File: src/common/fbd_pkg.sv
// Constants for the four-byte float to fixed-point decoder
package fbd_pkg;
   localparam int          FBD_BYTES      = 4;
   localparam int          FBD_EXP_W      = 8;
   localparam int          FBD_FRAC_W     = 23;
   localparam int          FBD_INT_W      = 32;
   localparam int          FBD_FRC_W      = 32;
   localparam int          FBD_FIX_W      = FBD_INT_W + FBD_FRC_W;
   localparam int          FBD_SIG_W      = FBD_FRAC_W + 1;
   localparam int          FBD_SIGN_BIT   = 7;
   localparam int          FBD_ELSB_BIT   = 7;
   localparam logic [7:0]  FBD_BIAS       = 8'h7F;
   localparam logic [7:0]  FBD_EXP_ZERO   = 8'h00;
   localparam logic [7:0]  FBD_EXP_ONES   = 8'hFF;
   localparam logic [7:0]  FBD_LOW7_MASK  = 8'h7F;
   localparam logic [1:0]  FBD_BYTE_FIRST = 2'h0;
   localparam logic [1:0]  FBD_BYTE_LAST  = 2'h3;
   localparam logic [9:0]  FBD_SHIFT_MAX  = 10'h020;
   localparam logic [9:0]  FBD_SHIFT_MIN  = 10'h3C0;
   typedef enum logic [1:0] {
      FBD_CLS_NORMAL,
      FBD_CLS_ZERO_SUB,
      FBD_CLS_INF_NAN
   } fbd_class_e;
endpackage

File: src/core/fbd_byte_store.sv
// Four-byte store that assembles the received word
`timescale 1ns/1ps
module fbd_byte_store
   import fbd_pkg::*;
(
   // Clock and reset
   input  wire logic        clk_i,
   input  wire logic        reset_i,
   // Write side
   input  wire logic        wr_i,
   input  wire logic [1:0]  wr_idx_i,
   input  wire logic [7:0]  wr_data_i,
   // Read side
   output logic      [31:0] word_o
);
   logic [7:0] mem_reg [FBD_BYTES];

   always_ff @(posedge clk_i or posedge reset_i) begin
      if (reset_i) begin
         for (int i = 0; i < FBD_BYTES; i++) begin
            mem_reg[i] <= 8'h00;
         end
      end else if (wr_i) begin
         mem_reg[wr_idx_i] <= wr_data_i;
      end
   end

   // First byte lands in the top of the word
   always_ff @(posedge clk_i or posedge reset_i) begin
      if (reset_i) begin
         word_o <= 32'h0000_0000;
      end else begin
         word_o <= {mem_reg[0], mem_reg[1], mem_reg[2], mem_reg[3]};
      end
   end
endmodule

File: src/core/fbd_decoder.sv
// Host-side decoder: four received float bytes to signed fixed point
`timescale 1ns/1ps
module fbd_decoder
   import fbd_pkg::*;
(
   // Clock and reset
   input  wire logic                 clk_i,
   input  wire logic                 reset_i,
   // Byte stream from the measuring module
   input  wire logic                 byte_valid_i,
   input  wire logic                 byte_first_i,
   input  wire logic [7:0]           byte_data_i,
   // Decoded value
   output logic                      result_valid_o,
   output logic                      sign_o,
   output logic [FBD_EXP_W-1:0]      biased_power_field_o,
   output logic [FBD_FRAC_W-1:0]     fraction_o,
   output logic signed [9:0]         power_o,
   output logic [FBD_INT_W-1:0]      int_part_o,
   output logic [FBD_FRC_W-1:0]      frac_part_o,
   output logic signed [FBD_FIX_W:0] fixed_o,
   output logic                      zero_sub_o,
   output logic                      inf_nan_o,
   output logic                      overflow_o
);
   typedef enum logic [2:0] {
      FBD_ST_COLLECT,
      FBD_ST_WAIT_MEM,
      FBD_ST_WAIT_WORD,
      FBD_ST_DECODE
   } fbd_state_e;

   fbd_state_e       state_reg;
   logic [1:0]       idx_reg;
   logic [31:0]      word;
   logic             store_wr;
   logic             sign_w;
   logic [7:0]       bexp_w;
   logic [22:0]      frac_w;
   logic signed [9:0] power_w;
   logic [FBD_SIG_W-1:0] sig_w;
   logic [FBD_FIX_W-1:0] mag_w;
   fbd_class_e       cls_w;
   logic             ovf_w;
   logic             decode_w;
   logic             take_w;

   // Signed exponent from the biased field
   function automatic logic signed [9:0] fbd_unbias(input logic [7:0] f);
      fbd_unbias = $signed({2'b00, f}) - $signed({2'b00, FBD_BIAS});
   endfunction

   // Extract a byte as the low seven bits
   function automatic logic [6:0] fbd_low7(input logic [7:0] b);
      logic [7:0] m;
      m = b & FBD_LOW7_MASK;
      fbd_low7 = m[6:0];
   endfunction

   // Only the start marker may open a word; stray bytes are dropped until then
   assign store_wr = byte_valid_i && (state_reg == FBD_ST_COLLECT)
                     && (byte_first_i || idx_reg != FBD_BYTE_FIRST);

   fbd_byte_store u_store (
      .clk_i     (clk_i),
      .reset_i   (reset_i),
      .wr_i      (store_wr),
      .wr_idx_i  (idx_reg),
      .wr_data_i (byte_data_i),
      .word_o    (word)
   );

   // Field split by copy and mask
   always_comb begin
      sign_w = word[24 + FBD_SIGN_BIT];
      bexp_w = {fbd_low7(word[31:24]), word[16 + FBD_ELSB_BIT]};
      frac_w = {fbd_low7(word[23:16]), word[15:8], word[7:0]};
   end

   always_comb begin
      power_w = fbd_unbias(bexp_w);
      sig_w   = {1'b1, frac_w};
      if (bexp_w == FBD_EXP_ZERO) begin
         cls_w = FBD_CLS_ZERO_SUB;
      end else if (bexp_w == FBD_EXP_ONES) begin
         cls_w = FBD_CLS_INF_NAN;
      end else begin
         cls_w = FBD_CLS_NORMAL;
      end
   end

   // Binary point sits after bit FBD_FRC_W of the fixed value
   always_comb begin
      logic [FBD_FIX_W+FBD_SIG_W-1:0] wide;
      logic [9:0] sh;
      wide  = '0;
      sh    = 10'h000;
      ovf_w = 1'b0;
      wide[FBD_SIG_W-1:0] = sig_w;
      // Align the hidden one at 2^0, then shift by the power
      wide = wide << (FBD_FRC_W - FBD_FRAC_W);
      if (power_w >= $signed(FBD_SHIFT_MAX)) begin
         ovf_w = 1'b1;
      end else if (power_w >= 0) begin
         sh   = power_w;
         wide = wide << sh;
      end else if (power_w > $signed(FBD_SHIFT_MIN)) begin
         sh   = -power_w;
         wide = wide >> sh;
      end else begin
         wide = '0;
      end
      mag_w = wide[FBD_FIX_W-1:0];
   end

   // Decode cycle and whether the normal formula applies
   assign decode_w = (state_reg == FBD_ST_DECODE);
   assign take_w   = (cls_w == FBD_CLS_NORMAL) && !ovf_w;

   // Byte position within the word
   always_ff @(posedge clk_i or posedge reset_i) begin
      if (reset_i) begin
         idx_reg <= FBD_BYTE_FIRST;
      end else if (store_wr) begin
         if (idx_reg == FBD_BYTE_LAST) begin
            idx_reg <= FBD_BYTE_FIRST;
         end else begin
            idx_reg <= idx_reg + 2'h1;
         end
      end
   end

   // Collect, let the store settle, then decode once
   always_ff @(posedge clk_i or posedge reset_i) begin
      if (reset_i) begin
         state_reg <= FBD_ST_COLLECT;
      end else begin
         case (state_reg)
            FBD_ST_COLLECT: begin
               if (store_wr && idx_reg == FBD_BYTE_LAST) begin
                  state_reg <= FBD_ST_WAIT_MEM;
               end
            end
            FBD_ST_WAIT_MEM: begin
               state_reg <= FBD_ST_WAIT_WORD;
            end
            FBD_ST_WAIT_WORD: begin
               state_reg <= FBD_ST_DECODE;
            end
            FBD_ST_DECODE: begin
               state_reg <= FBD_ST_COLLECT;
            end
            default: begin
               state_reg <= FBD_ST_COLLECT;
            end
         endcase
      end
   end

   // Result strobe, one cycle per word
   always_ff @(posedge clk_i or posedge reset_i) begin
      if (reset_i) begin
         result_valid_o <= 1'b0;
      end else begin
         result_valid_o <= decode_w;
      end
   end

   // Raw fields, held until the next word
   always_ff @(posedge clk_i or posedge reset_i) begin
      if (reset_i) begin
         sign_o               <= 1'b0;
         biased_power_field_o <= 8'h00;
         fraction_o           <= 23'h000000;
         power_o              <= 10'sh000;
      end else if (decode_w) begin
         sign_o               <= sign_w;
         biased_power_field_o <= bexp_w;
         fraction_o           <= frac_w;
         power_o              <= power_w;
      end
   end

   // Class flags
   always_ff @(posedge clk_i or posedge reset_i) begin
      if (reset_i) begin
         zero_sub_o <= 1'b0;
         inf_nan_o  <= 1'b0;
         overflow_o <= 1'b0;
      end else if (decode_w) begin
         zero_sub_o <= (cls_w == FBD_CLS_ZERO_SUB);
         inf_nan_o  <= (cls_w == FBD_CLS_INF_NAN);
         overflow_o <= (cls_w == FBD_CLS_NORMAL) && ovf_w;
      end
   end

   // Magnitude parts, zero for flagged words
   always_ff @(posedge clk_i or posedge reset_i) begin
      if (reset_i) begin
         int_part_o  <= 32'h0000_0000;
         frac_part_o <= 32'h0000_0000;
      end else if (decode_w) begin
         if (take_w) begin
            int_part_o  <= mag_w[FBD_FIX_W-1:FBD_FRC_W];
            frac_part_o <= mag_w[FBD_FRC_W-1:0];
         end else begin
            int_part_o  <= 32'h0000_0000;
            frac_part_o <= 32'h0000_0000;
         end
      end
   end

   // Signed value
   always_ff @(posedge clk_i or posedge reset_i) begin
      if (reset_i) begin
         fixed_o <= 65'sh0;
      end else if (decode_w) begin
         if (take_w) begin
            fixed_o <= sign_w ? -$signed({1'b0, mag_w})
                              : $signed({1'b0, mag_w});
         end else begin
            fixed_o <= 65'sh0;
         end
      end
   end
endmodule

File: config.mk
export PLATFORM = sky130hd
export DESIGN_NAME = fbd_decoder
export DESIGN_NICKNAME = d
export VERILOG_FILES = /design/src/common/fbd_pkg.sv /design/src/core/fbd_byte_store.sv /design/src/core/fbd_decoder.sv
export SDC_FILE = /design/constraint.sdc
export NUM_CORES = 1
export LEC_CHECK = 0
export BUFFER_PORTS_ARGS = -buffer_cell sky130_fd_sc_hd__clkbuf_2
export CAP_MARGIN = 20
export CORE_MARGIN = 10
export CORE_UTILIZATION = 32
export DETAILED_ROUTE_END_ITERATION = 8
export SLEW_MARGIN = 20
export SYNTH_ARGS = -nofsm -noshare
export SYNTH_HDL_FRONTEND = slang
export SYNTH_HIERARCHICAL = 1
export SYNTH_SLANG_ARGS = --single-unit
File: constraint.sdc
create_clock -name clk_i -period 7.68 [get_ports clk_i]
set_input_delay 2.304 -clock clk_i [delete_from_list [all_inputs] [get_ports clk_i]]
set_output_delay 2.304 -clock clk_i [all_outputs]
set_load 0.01 [all_outputs]
==> results.toml <==
[status]
status = "finished, final reports clean"

[route]
drc = 0
wire_per_inst_um = 27.7
met1_length_um = 28200
wl_met2_um = 28900
drtIter0Drc = 1480
ant_nets = 0
dr.pass1.iters = 8
vias_per_cell = 6.04
via_count = 13900
wirelength_um = 63900
wl_met3_um = 4860
top_layer = "met4"

[global_routing]
grt_pass1_vias = 13600
antenna_found_initial = 1
grt_pass1_wl_um = 94400
grt.total_usage_pct = 21.6
grt_max_degree = 113
overflow = 0

[logic_synthesis]
yosys_warnings = 6
synth_compound_area_share_pct = 23.1
synth-simple-area-share_pct = 14.2
synth_edf_count = 0
synth_cell_types = 90
synth_fa_ha_area_share_pct = 0.737
synthCells = 1545
syn_area_per_cell_sq_um = 9.89
synth_nets = 1566
synth_top_flop_cell = "dfrtp_1"
synth_top_family_by_area = "compound AO/OA/AOI/OAI gates"
ys_async_sr_fraction_pct = 100
synthMuxAreaShare_pct = 13.9
syn_area_sq_mm = 0.0153
synthXorXnorAreaFrac_pct = 3.79
ys_seq_area_share_pct = 39.5
ys_seq_elements = 241

[placement]
io_buffers = 186
dp_hpwl_um = 48300
finalWeightedCongestion = 0.981

[critical_path]
critPathKind = "register to register"
cp_max_fo = 21
r2r_cells = 13
crit_path_end_kind = "register"
worstPathRequired_ns = 8.12
arrival_ns = 6.93
startpoint_type = "register"

[final_layout]
top_register = "fixed_o"
nets = 1696
syn2layout_area_growth_pct = 15.7
final_common_cell = "dfrtp_1"
layout_common_cells = "238 x dfrtp_1, 186 x clkbuf_2, 119 x nand2_1"
drive_above_1_share_pct = 26.3
antenna_cells = 0
largest_register_ffs = 64

[clocking]
hold_buffers = 0
cts_sinks = 241
cts_root_buffer = "clkbuf_16"
cts_buffers = 27
clock_latency_ns = 0.55
cts_tree = "built"
cts_resized = 0
cts_htree_levels = 1
path_clk_slew_ns = 0.06
cts_setup_buffers = 0
clock_tree.buffer_depth = 3

[sta]
finalCritPeriodShare_pct = 84.6
worstMarginPinSlew_ns = 1.02
fmax_ghz = 0.154
finalSetupViolCount = 0
slew_viol_final = 0
hold_violations = 0
slew_headroom_pct = 30.3
fin_skew_ns = 0.0163
layout_min_cycle_time_ns = 6.49
grt_setup_unrepaired = "no"
finalSetupTns_ns = 0

[hold_path]
worstHoldPathType = "register to register"
holdPathStages = 0

[die]
core_area_sq_mm = 0.0474
dieWidth_um = 239
die_y_um = 239
start_util_pct = 32.2
io_pins = 187
rows = 80
die_area_sq_mm = 0.0569

[job]
cap_viol_max_count = 0
==> stage by stage <==
| step | hold slack (ns) | setup slack [ns] | util, % | cells | instance area, sq um |
|---|---|---|---|---|---|
| 6_report | 0.369 | 1.19 | 37.3 | 2309 | 17700 |
| 3_3_place_gp | 0.352 | 1.33 | 35.4 | 2261 | 16800 |
| 3_5_place_dp | 0.356 | 1.33 | 35.4 | 2261 | 16800 |
| 5_1_grt | 0.378 | 0.894 | 37.3 | 2309 | 17700 |
| 4_1_cts | 0.369 | 1.32 | 37.3 | 2309 | 17700 |
| 2_1_floorplan | 0.349 | 0.574 | - | 1545 | 15300 |
==> cell families (layout without fill, tap and decap cells) <==
| logic type | after synthesis | count (layout) |
|---|---|---|
| AOI/OAI and AO/OA | 467 | 467 |
| muxes | 171 | 171 |
| xor gates and xnor gates | 64 | 64 |
| adders and majority gates | 9 | 9 |
| DFF | 241 | 241 |
| and+or+nand+nor | 424 | 424 |
| buffers and inverters | 169 | 318 |
==> per-layer routing <==
| metal | track usage [%] | up-vias |
|---|---|---|
| met2 | 34.0 | 637 |
| met4 | 6.08 | 0 |
| met3 | 3.83 | 100 |
| met1 | 29.9 | 7058 |
| li1 | - | 6140 |
| met5 | 0 | - |
==> cell usage after synthesis (18+ instances only) <==
cell type | instances | area share [%]
mux2i_1 | 54 | 3.5
a22o_1 | 80 | 4.6
o2bb2ai_1 | 39 | 2.2
nor3_1 | 39 | 1.3
nand2_1 | 119 | 2.9
a211oi_1 | 18 | 0.88
xnor2_1 | 42 | 2.4
xor2_1 | 21 | 1.2
o21ai_0 | 67 | 2.2
nand3_1 | 34 | 1.1
dfrtp_1 | 241 | 39
inv_1 | 31 | 0.76
nor2_1 | 91 | 2.2
clkbuf_1 | 73 | 1.8
and2_1 | 20 | 0.82
a31oi_1 | 18 | 0.74
a21oi_1 | 55 | 1.8
mux2_2 | 93 | 6.9
o31ai_1 | 22 | 1.1
buf_2 | 30 | 0.98
mux4_2 | 23 | 3.4
==> area by class of cell <==
type,instances,area [sq um]
clock inverters,12,126
flip-flops and latches,241,6040
fillers,4842,29800
repair buffers,235,1300
clock buffers,36,749
well taps,615,769
inverters,35,139
multi-input cells,1135,8560
==> worst paths after layout <==
| kind | start | to | slack, ns |
|---|---|---|---|
| max in group asynchronous | reset_i | fixed_o[26] | 4.40 |
| min reg2reg | u_store/mem_reg[4] | u_store/word_o[4] | 0.37 |
| min in group asynchronous | reset_i | fraction_o[10] | 1.87 |
| max reg2reg | u_store/word_o[24] | fixed_o[42] | 1.19 |
| min | u_store/mem_reg[4] | u_store/word_o[4] | 0.37 |
| max | u_store/word_o[24] | fixed_o[42] | 1.19 |
==> worst max-delay path, cell delays in order, from the launching register on <==
cell	delay [ns]
dfrtp_1	0.80
ha_1	0.88
nand3_2	0.31
or4_1	0.84
a22oi_4	0.40
nor2_2	0.27
a222oi_1	0.65
nand4bb_1	0.27
or4b_4	0.62
or2_1	0.25
buf_4	0.22
nor3_1	0.46
nor4_1	0.10
a221o_1	0.28
Power is not shown: default switching activity piles up to over one toggle a cycle in this logic, so the estimate is an artifact.
